**config.mk**
```make
export PLATFORM = sky130hd
export DESIGN_NAME = apf_port_flags
export DESIGN_NICKNAME = d
export VERILOG_FILES = /design/src/rtl/apf_pkg.sv /design/src/rtl/apf_port_flags.sv /design/src/rtl/apf_flag_delay.sv /design/src/rtl/apf_range_check.sv
export VERILOG_INCLUDE_DIRS = /design/src /design/src/rtl
export SDC_FILE = /design/constraint.sdc
export NUM_CORES = 1
export LEC_CHECK = 0
export BUFFER_PORTS_ARGS = -buffer_cell sky130_fd_sc_hd__buf_2
export CAP_MARGIN = 25
export CORE_ASPECT_RATIO = 0.8
export CORE_MARGIN = 1
export CORE_UTILIZATION = 30
export DETAILED_ROUTE_END_ITERATION = 8
export PLACE_DENSITY_LB_ADDON = 0.1
export SETUP_SLACK_MARGIN = 0.3
export SYNTH_ARGS = -nofsm -noshare
export SYNTH_HDL_FRONTEND = slang
export SYNTH_SLANG_ARGS = --single-unit
```
**constraint.sdc**
```tcl
create_clock -name sys_clk_i -period 13.7 [get_ports sys_clk_i]
set_clock_uncertainty 0.05 [all_clocks]
set_input_delay 2.74 -clock sys_clk_i [delete_from_list [all_inputs] [get_ports sys_clk_i]]
set_output_delay 2.74 -clock sys_clk_i [all_outputs]
set_load 0.02 [all_outputs]
```
**src/rtl/apf_map.svh**
```systemverilog
// Register offsets, field positions and reset values of the port/flag block
`ifndef APF_MAP_SVH
`define APF_MAP_SVH

`define APF_OFS_CTRL 8'h00
`define APF_OFS_SRC_BASE 8'h04
`define APF_SRC_STRIDE 8'h08
`define APF_OFS_WIN_BASE 8'h1C
`define APF_WIN_STRIDE 8'h04
`define APF_OFS_FLAGS 8'h28
`define APF_OFS_IRQ_STATUS 8'h2C
`define APF_OFS_IRQ_MASK 8'h30

`define APF_CTRL_3D_BIT 0
`define APF_CTRL_DIM_LSB 2
`define APF_CTRL_SDLY_LSB 4
`define APF_CTRL_TDLY_LSB 8
`define APF_CTRL_EDLY_LSB 12

`define APF_WIN_LO_LSB 0
`define APF_WIN_HI_LSB 16

`define APF_IRQ_SRC_BIT 0
`define APF_IRQ_TGT_BIT 1
`define APF_IRQ_END_BIT 2

`define APF_FLAG_SRC_BIT 0
`define APF_FLAG_TGT_BIT 1
`define APF_FLAG_END_BIT 2

`define APF_BOUND_RST 24'h000000
`define APF_WIN_RST 12'h000
`define APF_DELAY_MAX 7

`endif

```
**src/rtl/apf_pkg.sv**
```systemverilog
// Types shared by the port/flag block
`default_nettype none
package apf_pkg;
	typedef logic [2:0] apf_delay_t;
	typedef logic [23:0] apf_src_addr_t;
	typedef logic [11:0] apf_tgt_addr_t;
	typedef enum logic [1:0] {
		APF_DIM_COL = 2'h0,
		APF_DIM_ROW = 2'h1,
		APF_DIM_PAGE = 2'h2
	} apf_dim_t;
endpackage
`default_nettype wire

```
**src/rtl/apf_port_flags.sv**
```systemverilog
// Address port enables, source/target/last-walk flags and APB registers
`default_nettype none
`include "apf_map.svh"
module apf_port_flags (
	input wire logic sys_clk_i, // System clock, 125 MHz
	input wire logic rst_i, // Async reset, active high
	input wire logic [7:0] paddr_i, // APB address
	input wire logic psel_i, // APB select
	input wire logic penable_i, // APB enable
	input wire logic pwrite_i, // APB direction
	input wire logic [31:0] pwdata_i, // APB write data
	output logic [31:0] prdata_o, // APB read data
	output logic pready_o, // APB ready
	output logic pslverr_o, // APB error, unmapped address
	input wire logic src_port_oe_n_i, // Source port enable pin
	input wire logic coef_port_oe_n_i, // Coefficient port enable pin
	input wire logic tgt_port_oe_n_i, // Target port enable pin
	input wire logic [23:0] source_address_i, // Source address from core
	input wire logic [7:0] coefficient_address_i, // Coef address from core
	input wire logic [11:0] target_address_i, // Target address from core
	input wire logic target_write_n_i, // Target write strobe from core
	input wire logic [23:0] src_coord_i, // Own source component
	input wire logic [11:0] tgt_col_i, // Current target column
	input wire logic [11:0] tgt_row_i, // Current target row
	input wire logic [11:0] tgt_page_i, // Current target page
	input wire logic walk_last_i, // Last walk of own dimension
	output logic [23:0] source_address_o, // Source address pin
	output logic source_address_oe_o, // Source pin drive enable
	output logic [7:0] coefficient_address_o, // Coef address pin
	output logic coefficient_address_oe_o, // Coef pin drive enable
	output logic [11:0] target_address_o, // Target address pin
	output logic target_address_oe_o, // Target pin drive enable
	output logic target_write_n_o, // Target write strobe pin
	output logic target_write_oe_o, // Strobe pin drive enable
	output logic source_in_range_n_o, // Source valid flag, active low
	output logic target_in_window_n_o, // Target valid flag, active low
	output logic dimension_last_walk_o, // Last walk flag
	output logic irq_o // Interrupt, level
);
	logic three_d_reg;
	apf_pkg::apf_dim_t dim_reg;
	apf_pkg::apf_delay_t source_flag_delay_reg;
	apf_pkg::apf_delay_t target_flag_delay_reg;
	apf_pkg::apf_delay_t last_walk_flag_delay_reg;
	apf_pkg::apf_src_addr_t src_lower_reg [0:2];
	apf_pkg::apf_src_addr_t src_upper_reg [0:2];
	apf_pkg::apf_tgt_addr_t win_lower_reg [0:2];
	apf_pkg::apf_tgt_addr_t win_upper_reg [0:2];
	logic [2:0] win_inside;
	logic [2:0] src_hit;
	logic [2:0] win_hit;
	logic [2:0] src_inside_dim;
	logic src_inside;
	logic tgt_inside;
	logic src_nom_reg;
	logic tgt_nom_reg;
	logic end_nom_reg;
	logic [23:0] source_address_reg;
	logic [7:0] coefficient_address_reg;
	logic [11:0] target_address_reg;
	logic target_write_n_reg;
	logic [2:0] flags;
	logic [2:0] flags_prev_reg;
	logic [2:0] irq_event;
	logic [2:0] irq_status_reg;
	logic [2:0] irq_mask_reg;
	logic [2:0] rd_clear_reg;
	logic [31:0] rd_data;
	logic addr_hit;
	logic setup_rd;
	logic access_wr;
	logic access_rd;
	logic [31:0] prdata_reg;

	// Enables bypass the clock entirely so the pins float at once
	assign source_address_oe_o = ~src_port_oe_n_i;
	assign coefficient_address_oe_o = ~coef_port_oe_n_i;
	// No addressing mode term on purpose: one enable for both modes
	assign target_address_oe_o = ~tgt_port_oe_n_i;
	assign target_write_oe_o = ~tgt_port_oe_n_i;
	assign source_address_o = source_address_reg;
	assign coefficient_address_o = coefficient_address_reg;
	assign target_address_o = target_address_reg;
	assign target_write_n_o = target_write_n_reg;

	always_ff @(posedge sys_clk_i or posedge rst_i) begin
		if (rst_i) begin
			source_address_reg <= 24'h000000;
			coefficient_address_reg <= 8'h00;
			target_address_reg <= 12'h000;
			target_write_n_reg <= 1'b1;
		end else begin
			source_address_reg <= source_address_i;
			coefficient_address_reg <= coefficient_address_i;
			target_address_reg <= target_address_i;
			target_write_n_reg <= target_write_n_i;
		end
	end

	assign setup_rd = psel_i & ~penable_i & ~pwrite_i;
	assign access_wr = psel_i & penable_i & pwrite_i & addr_hit;
	assign access_rd = psel_i & penable_i & ~pwrite_i;

	// Per-dimension bounds, source compare and register slots
	genvar gi;
	generate
		for (gi = 0; gi < 3; gi++) begin : g_dim
			localparam logic [7:0] LO_OFS =
				8'(`APF_OFS_SRC_BASE + `APF_SRC_STRIDE * gi);
			localparam logic [7:0] HI_OFS = 8'(LO_OFS + 8'h04);
			localparam logic [7:0] WIN_OFS =
				8'(`APF_OFS_WIN_BASE + `APF_WIN_STRIDE * gi);
			assign src_hit[gi] = (paddr_i == LO_OFS) || (paddr_i == HI_OFS);
			assign win_hit[gi] = (paddr_i == WIN_OFS);
			always_ff @(posedge sys_clk_i or posedge rst_i) begin
				if (rst_i) begin
					src_lower_reg[gi] <= `APF_BOUND_RST;
					src_upper_reg[gi] <= `APF_BOUND_RST;
					win_lower_reg[gi] <= `APF_WIN_RST;
					win_upper_reg[gi] <= `APF_WIN_RST;
				end else if (access_wr) begin
					if (paddr_i == LO_OFS) begin
						src_lower_reg[gi] <= pwdata_i[23:0];
					end
					if (paddr_i == HI_OFS) begin
						src_upper_reg[gi] <= pwdata_i[23:0];
					end
					// Own window per device
					if (paddr_i == WIN_OFS) begin
						win_lower_reg[gi] <=
							pwdata_i[`APF_WIN_LO_LSB +: 12];
						win_upper_reg[gi] <=
							pwdata_i[`APF_WIN_HI_LSB +: 12];
					end
				end
			end
			apf_range_check #(.W(24)) u_src_chk (
				.value_i(src_coord_i),
				.lower_i(src_lower_reg[gi]),
				.upper_i(src_upper_reg[gi]),
				.inside_o(src_inside_dim[gi])
			);
		end
	endgenerate

	// Unsigned 12-bit window compares
	apf_range_check #(.W(12)) u_win_col (
		.value_i(tgt_col_i),
		.lower_i(win_lower_reg[0]),
		.upper_i(win_upper_reg[0]),
		.inside_o(win_inside[0])
	);
	apf_range_check #(.W(12)) u_win_row (
		.value_i(tgt_row_i),
		.lower_i(win_lower_reg[1]),
		.upper_i(win_upper_reg[1]),
		.inside_o(win_inside[1])
	);
	apf_range_check #(.W(12)) u_win_page (
		.value_i(tgt_page_i),
		.lower_i(win_lower_reg[2]),
		.upper_i(win_upper_reg[2]),
		.inside_o(win_inside[2])
	);

	always_comb begin
		case (dim_reg)
			apf_pkg::APF_DIM_ROW: src_inside = src_inside_dim[1];
			apf_pkg::APF_DIM_PAGE: src_inside = src_inside_dim[2];
			default: src_inside = src_inside_dim[0];
		endcase
	end

	// Page bounds only matter for volume images
	assign tgt_inside = win_inside[0] & win_inside[1] &
		(~three_d_reg | win_inside[2]);

	// Nominal flags land with the addresses they describe
	always_ff @(posedge sys_clk_i or posedge rst_i) begin
		if (rst_i) begin
			src_nom_reg <= 1'b1;
			tgt_nom_reg <= 1'b1;
			end_nom_reg <= 1'b0;
		end else begin
			src_nom_reg <= ~src_inside;
			tgt_nom_reg <= ~tgt_inside;
			end_nom_reg <= walk_last_i;
		end
	end

	apf_flag_delay #(.RST_VAL(1'b1)) u_src_dly (
		.sys_clk_i(sys_clk_i),
		.rst_i(rst_i),
		.d_i(src_nom_reg),
		.sel_i(source_flag_delay_reg),
		.q_o(source_in_range_n_o)
	);
	apf_flag_delay #(.RST_VAL(1'b1)) u_tgt_dly (
		.sys_clk_i(sys_clk_i),
		.rst_i(rst_i),
		.d_i(tgt_nom_reg),
		.sel_i(target_flag_delay_reg),
		.q_o(target_in_window_n_o)
	);
	apf_flag_delay #(.RST_VAL(1'b0)) u_end_dly (
		.sys_clk_i(sys_clk_i),
		.rst_i(rst_i),
		.d_i(end_nom_reg),
		.sel_i(last_walk_flag_delay_reg),
		.q_o(dimension_last_walk_o)
	);

	assign flags[`APF_FLAG_SRC_BIT] = source_in_range_n_o;
	assign flags[`APF_FLAG_TGT_BIT] = target_in_window_n_o;
	assign flags[`APF_FLAG_END_BIT] = dimension_last_walk_o;

	always_ff @(posedge sys_clk_i or posedge rst_i) begin
		if (rst_i) begin
			three_d_reg <= 1'b0;
			dim_reg <= apf_pkg::APF_DIM_COL;
			source_flag_delay_reg <= 3'h0;
			target_flag_delay_reg <= 3'h0;
			last_walk_flag_delay_reg <= 3'h0;
			irq_mask_reg <= 3'h0;
		end else if (access_wr) begin
			if (paddr_i == `APF_OFS_CTRL) begin
				three_d_reg <= pwdata_i[`APF_CTRL_3D_BIT];
				dim_reg <= apf_pkg::apf_dim_t'(
					pwdata_i[`APF_CTRL_DIM_LSB +: 2]);
				source_flag_delay_reg <= pwdata_i[`APF_CTRL_SDLY_LSB +: 3];
				target_flag_delay_reg <= pwdata_i[`APF_CTRL_TDLY_LSB +: 3];
				last_walk_flag_delay_reg <=
					pwdata_i[`APF_CTRL_EDLY_LSB +: 3];
			end
			if (paddr_i == `APF_OFS_IRQ_MASK) begin
				irq_mask_reg <= pwdata_i[2:0];
			end
		end
	end

	// Events are rising edges of the flags as they leave the pins
	assign irq_event = flags & ~flags_prev_reg;

	// Clear only what the read returned, and a new event wins
	always_ff @(posedge sys_clk_i or posedge rst_i) begin
		if (rst_i) begin
			// Idle flag levels, so leaving reset is no event
			flags_prev_reg <= 3'h3;
			irq_status_reg <= 3'h0;
		end else begin
			flags_prev_reg <= flags;
			if (access_rd && paddr_i == `APF_OFS_IRQ_STATUS) begin
				irq_status_reg <= (irq_status_reg & ~rd_clear_reg) |
					irq_event;
			end else begin
				irq_status_reg <= irq_status_reg | irq_event;
			end
		end
	end

	assign irq_o = |(irq_status_reg & irq_mask_reg);

	always_comb begin
		rd_data = 32'h00000000;
		addr_hit = 1'b1;
		case (paddr_i)
			`APF_OFS_CTRL: begin
				rd_data[`APF_CTRL_3D_BIT] = three_d_reg;
				rd_data[`APF_CTRL_DIM_LSB +: 2] = dim_reg;
				rd_data[`APF_CTRL_SDLY_LSB +: 3] = source_flag_delay_reg;
				rd_data[`APF_CTRL_TDLY_LSB +: 3] = target_flag_delay_reg;
				rd_data[`APF_CTRL_EDLY_LSB +: 3] = last_walk_flag_delay_reg;
			end
			`APF_OFS_FLAGS: rd_data[2:0] = flags;
			`APF_OFS_IRQ_STATUS: rd_data[2:0] = irq_status_reg;
			`APF_OFS_IRQ_MASK: rd_data[2:0] = irq_mask_reg;
			default: begin
				addr_hit = |src_hit | |win_hit;
				for (int i = 0; i < 3; i++) begin
					if (paddr_i == 8'(`APF_OFS_SRC_BASE +
						`APF_SRC_STRIDE * i)) begin
						rd_data[23:0] = src_lower_reg[i];
					end else if (paddr_i == 8'(`APF_OFS_SRC_BASE +
						`APF_SRC_STRIDE * i + 4)) begin
						rd_data[23:0] = src_upper_reg[i];
					end else if (win_hit[i]) begin
						rd_data[`APF_WIN_LO_LSB +: 12] = win_lower_reg[i];
						rd_data[`APF_WIN_HI_LSB +: 12] = win_upper_reg[i];
					end
				end
			end
		endcase
	end

	// Read data is caught in setup so the access phase needs no wait
	always_ff @(posedge sys_clk_i or posedge rst_i) begin
		if (rst_i) begin
			prdata_reg <= 32'h00000000;
			rd_clear_reg <= 3'h0;
		end else if (setup_rd) begin
			prdata_reg <= rd_data;
			rd_clear_reg <= (paddr_i == `APF_OFS_IRQ_STATUS) ?
				irq_status_reg : 3'h0;
		end
	end

	assign prdata_o = prdata_reg;
	assign pready_o = 1'b1;
	assign pslverr_o = psel_i & penable_i & ~addr_hit;
endmodule
`default_nettype wire

```
**src/rtl/apf_flag_delay.sv**
```systemverilog
// Programmable zero to seven cycle delay line for one flag
`default_nettype none
`include "apf_map.svh"
module apf_flag_delay #(
	parameter logic RST_VAL = 1'b0
) (
	input wire logic sys_clk_i, // System clock
	input wire logic rst_i, // Async reset, active high
	input wire logic d_i, // Flag at nominal timing
	input wire apf_pkg::apf_delay_t sel_i, // Extra cycles of delay
	output logic q_o // Delayed flag
);
	logic [`APF_DELAY_MAX-1:0] sh_reg;

	always_ff @(posedge sys_clk_i or posedge rst_i) begin
		if (rst_i) begin
			sh_reg <= {`APF_DELAY_MAX{RST_VAL}};
		end else begin
			sh_reg <= {sh_reg[`APF_DELAY_MAX-2:0], d_i};
		end
	end

	// Zero selects the nominal flop itself, each step adds one stage
	always_comb begin
		if (sel_i == 3'h0) begin
			q_o = d_i;
		end else begin
			q_o = sh_reg[sel_i - 3'h1];
		end
	end
endmodule
`default_nettype wire

```
**src/rtl/apf_range_check.sv**
```systemverilog
// Inclusive unsigned bound comparison
`default_nettype none
module apf_range_check #(
	parameter int W = 12
) (
	input wire logic [W-1:0] value_i, // Value under test
	input wire logic [W-1:0] lower_i, // Lowest value inside
	input wire logic [W-1:0] upper_i, // Highest value inside
	output logic inside_o // Value lies within bounds
);
	assign inside_o = (value_i >= lower_i) && (value_i <= upper_i);
endmodule
`default_nettype wire

```
---- Yosys cells after proc, flatten, opt, wreduce, memory -nomap -nowiden ----
Index checks and enable logic that the tools add are counted.
operators by class
  add/sub/neg operators ................... 3
  $lt $le $gt $ge ......................... 15
  equality and inequality tests ........... 14
  muxes and demuxes ....................... 51
  bitwise operators ....................... 27
  reduce and logical (&&, ||, !) cells .... 30
operators by type and width
  cell                                                                   count
  12-bit 2-to-1 mux                                                      12
  24-bit 2-to-1 mux                                                      4
  24-bit >= comparator                                                   3
  24-bit <= comparator                                                   3
  8-bit by 6-bit == test with 1-bit output (second input constant)       5
  4-bit 2-to-1 mux                                                       10
  12-bit >= comparator                                                   3
  12-bit <= comparator                                                   3
  8-bit by 5-bit == test with 1-bit output (second input constant)       4
  8-bit 2-to-1 mux                                                       3
  2-bit AND reduction                                                    11
  8-bit by 4-bit == test with 1-bit output (second input constant)       2
  13-bit 2-to-1 mux                                                      1
  3-bit by 4-bit < comparator with 1-bit output (second input constant)  3
  1-bit case mux with 4 select lines                                     3
  3-bit case mux with 2 select lines                                     2
  3-bit OR reduction                                                     4
  1-bit bitwise AND                                                      9
  3-bit bitwise AND                                                      3
  1-bit binary-select mux with 3-bit select                              3
  3-bit logical NOT                                                      3
  1-bit 2-to-1 mux                                                       9
  1-bit NOT                                                              9
  3-bit by 1-bit subtractor with 3-bit output (second input constant)    3
  13 further kinds                                                       25
word-level totals
  register bits ........................... 337
  bits of input ports ..................... 154
  output and inout bits ................... 87
  word-level logic and storage cells ...... 172

---- Depth between registers and ports, before layout ----
  depth after elaboration ................. 15
  gate-level depth with buffers ........... 10
  gate-level depth less buffers ........... 9

---- Hierarchy ----
A second synthesis with hierarchy kept.
second synthesis, totals
  cells, all modules ...................... 1839
  area total of the unflattened synthesis .. 19789.0 um^2
modules (own cells, without submodules)
  module                                     instances  cells each  area each (um^2)
  apf_port_flags                             1          1038        13551.7
  apf_range_check at g_dim[0].u_src_chk ...  3          163         1183.6
  apf_range_check at u_win_col ...           3          82          590.6
  apf_flag_delay at u_src_dly ...            2          22          307.8
  apf_flag_delay at u_end_dly                1          22          299.0

---- Worst setup path after synthesis ----
No wires, ideal clock.
  kind .................................... input to output
  start ................................... input port paddr_i[5]
  end ..................................... output port pslverr_o
  data arrival time ....................... 3.441 ns
  data required time ...................... 10.910 ns
  path slack .............................. 7.469 ns
  stages on the path ...................... 4
  buffers on the path ..................... 1
  path through ............................ buf_2 -> nand2_1 -> o211ai_1 -> and3_1
between the ends
  word-level cells in the longest chain between the ends .. 7
  elaborated cells between the ends (all ways) .. 23
  those cells by class .................... eq/ne: 12; mux: 1; bitwise: 3; reduce/logical: 7
RTL lines
  what                                                                    line                   RTL
  start, declared                                                         apf_port_flags.sv:7    input wire logic [7:0] paddr_i,
  8-bit by 3-bit == test with 1-bit output, or another cell as far along  apf_port_flags.sv:113  assign src_hit[gi] = (paddr_i == LO_OFS) || (paddr_i == HI_OFS);
  1-bit logical OR                                                        apf_port_flags.sv:113
  3-bit OR reduction                                                      apf_port_flags.sv:278  addr_hit = |src_hit | |win_hit;
  1-bit OR                                                                apf_port_flags.sv:278
  1-bit 2-to-1 mux *                                                      apf_port_flags.sv:266  case (paddr_i)
  1-bit NOT *                                                             apf_port_flags.sv:309  assign pslverr_o = psel_i & penable_i & ~addr_hit;
  1-bit bitwise AND *                                                     apf_port_flags.sv:309
  end, declared                                                           apf_port_flags.sv:14   output logic pslverr_o,
Mark *: on every way between the ends. The rest lies on a longest branch, timed or not.

---- Final worst setup path ----
  start ................................... input port paddr_i[7]
  end ..................................... output port pslverr_o
Same word-level chain as after synthesis.

==> impl_metrics.ini <==
[status]
status = finished, final reports clean

[route]
firstDrtPassIters = 9
viasPerCell = 5.07
route.detailed.wl_per_inst_um = 22.5
wl_met1_um = 32300
wl_met3_um = 4350
top_layer = met4
drc = 0
routed_wl_um = 68300
vias = 15400
route.antenna.remaining_nets = 0
drtIter0Drc = 1233
met2_wirelength_um = 30400

[setup_path]
cpPeakStageDelay_ns = 0.27
path_depth = 5
required_ns = 10.91
cp_num_buf_inv = 2
cpMaxStageDelayCell = nor2_1
endpoint_kind = primary output
r2r_cells = 9
worstPathCellList = buf_2, nor2_1, o211ai_1, and3_1, buf_2
crit_fanout = 4
worstSetupStartpointType = input port
worstPathArrival_ns = 3.68
critPathTopFamily = simple AND/OR/NAND/NOR gates
cp_common_cell = buf_2
worstSetupPathType = in -> out

[global_route]
antenna_found_initial = 2
grt_pass1_vias = 14900
grt_pass1_wl_um = 100000
grt_util_all_layers = 0.218
grt_max_degree = 145
gr-total-overflow = 0

[placement]
place_congestion = 0.895
place.detailed.hpwl_um = 50700
place_area_mm2 = 0.0206
portBuffers = 231

[sta]
tightest_slew_ns = 1.12
max_freq_ghz = 0.155
final.setup.tns_ns = 0
min_period_ns = 6.47
rsz0062_at_grt = false
hold_violations = 0
drv_slew = 0
finalSetupViolations = 0
max_slew_margin = 0.254
fin_crit_sh = 0.472

[clocking]
path_clk_slew_ns = 0.05
postCtsHoldBufs = 0
cts_tree = yes
h-tree-depth = 2
cts_made_buffers = 42
cts_setup_buffers = 0
cts.path.max_buffers = 3
cts_num_sinks = 337
cts.repair.resized = 0
clk_latency_ns = 0.59
root_buffer = clkbuf_16

[die]
start_util = 0.304
pin_count = 241
num_rows = 81
die_y_um = 225
die_area_mm2 = 0.0631
die_x_um = 281
core_area_mm2 = 0.0612

[cells_and_area]
mostFrequentLayoutCell = dfrtp_1
utilization = 0.361
num_antenna_cells = 0
fin_area_mm2 = 0.0221
final_layout_size_suffix_gt1_frac = 0.177
fill_cells = 6307
nNetsFinal = 2546
area_growth_pct = 18.7
final_cell_mix = 318 x dfrtp_1, 293 x nand2_1, 269 x o21ai_0

[yosys]
syn-cell-area_mm2 = 0.0186
synthFlopType = dfrtp_1
synthCells = 1966
seq_area_frac_synth = 0.454
yosys.area.top_type_share = 0.427
synth.area.top_cells = dfrtp_1 43%, ha_1 15%, o21ai_0 7.2%
yosysUniqueCellTypes = 71
synth_top_cell_by_area = dfrtp_1
yosys_warnings = 0
synth-edff-count = 0
synth_seq_cells = 337
syn_area_per_cell_um2 = 9.48
async_flop_share = 1.00

[worst_hold_path]
worstHoldPathType = reg -> reg
hold_path_depth = 0

[pwr]
p_per_area_mw_per_mm2 = 108
finalPower_mw = 2.39
ir_drop_uv = 73.5
leakage_nw = 11.1

[run]
maxCapViolCount = 0
## metrics by stage
step	hold slack [ns]	instances	setup WS [ns]
3_5_place_dp	0.307	2949	7.23
4_1_cts	0.315	3025	7.23
2_1_floorplan	0.299	1969	1.60
6_report	0.314	3030	7.23
5_1_grt	0.316	3030	7.16
3_3_place_gp	0.305	2947	7.27
## where the power goes
group          internal, mW  total [mW]  switching, mW
clock                 0.714        1.18          0.469
combinational        0.0571       0.185          0.128
sequential             1.01        1.02        0.00808
total                  1.78        2.39          0.605
## Yosys cell counts (all sizes together) (3+ instances only)
cell and n:
a2111oi 8, a211o 4, a211oi 13, a21boi 7, a21o 31, a21oi 72
a221o 3, a221oi 19, a222oi 33, a22oi 18, a31oi 19, and2 12
and3 3, and4 4, buf 50, clkbuf 52, dfrtp 318, dfstp 19
ha 224, inv 235, mux2 16, mux2i 5, mux4 3, nand2 295
nand2b 8, nand3 35, nand3b 5, nand4 27, nor2 53, nor2b 8
nor3 7, nor3b 3, nor4 6, nor4b 4, o2111ai 6, o211ai 4
o21a 10, o21ai 274, o221ai 16, o22ai 8, o311ai 7, or2 3
## final timing paths
kind / start / endpoint / slack, ns
max: paddr_i[7] / pslverr_o / 7.23
min: u_tgt_dly.sh_reg[2] / u_tgt_dly.sh_reg[3] / 0.31
max reg2reg: src_lower_reg[17] / src_nom_reg / 10.61
min reg2reg: u_tgt_dly.sh_reg[2] / u_tgt_dly.sh_reg[3] / 0.31
max in group asynchronous: rst_i / win_lower_reg[19] / 8.86
min in group asynchronous: rst_i / source_address_o[10] / 2.10
## logic make-up after synthesis
group                      share of synthesized area
AOI/OAI and AO/OA                              0.188
buffers and inverters                         0.0732
muxes                                         0.0160
and+or+nand+nor                                0.118
DFF                                            0.454
adders and majority gates                      0.150
other                                       0.000403
## area by class of cell
| cell class | count | area, um2 | area share |
|---|---|---|---|
| Multi-Input combinational cell | 1295 | 8850 | 0.400 |
| Clock buffer | 57 | 1210 | 0.0546 |
| Inverter | 235 | 890 | 0.0402 |
| Clock inverter | 19 | 249 | 0.0113 |
| Sequential cell | 337 | 8460 | 0.382 |
| Timing Repair Buffer | 257 | 1430 | 0.0647 |
| Tap cell | 830 | 1040 | 0.0469 |
## routing by layer
metal,track usage,vias up
li1,-,7322
met1,0.314,7572
met2,0.334,403
met3,0.0432,68
met4,0.0499,0
met5,0,-
Power figures use the tool's default switching activity.
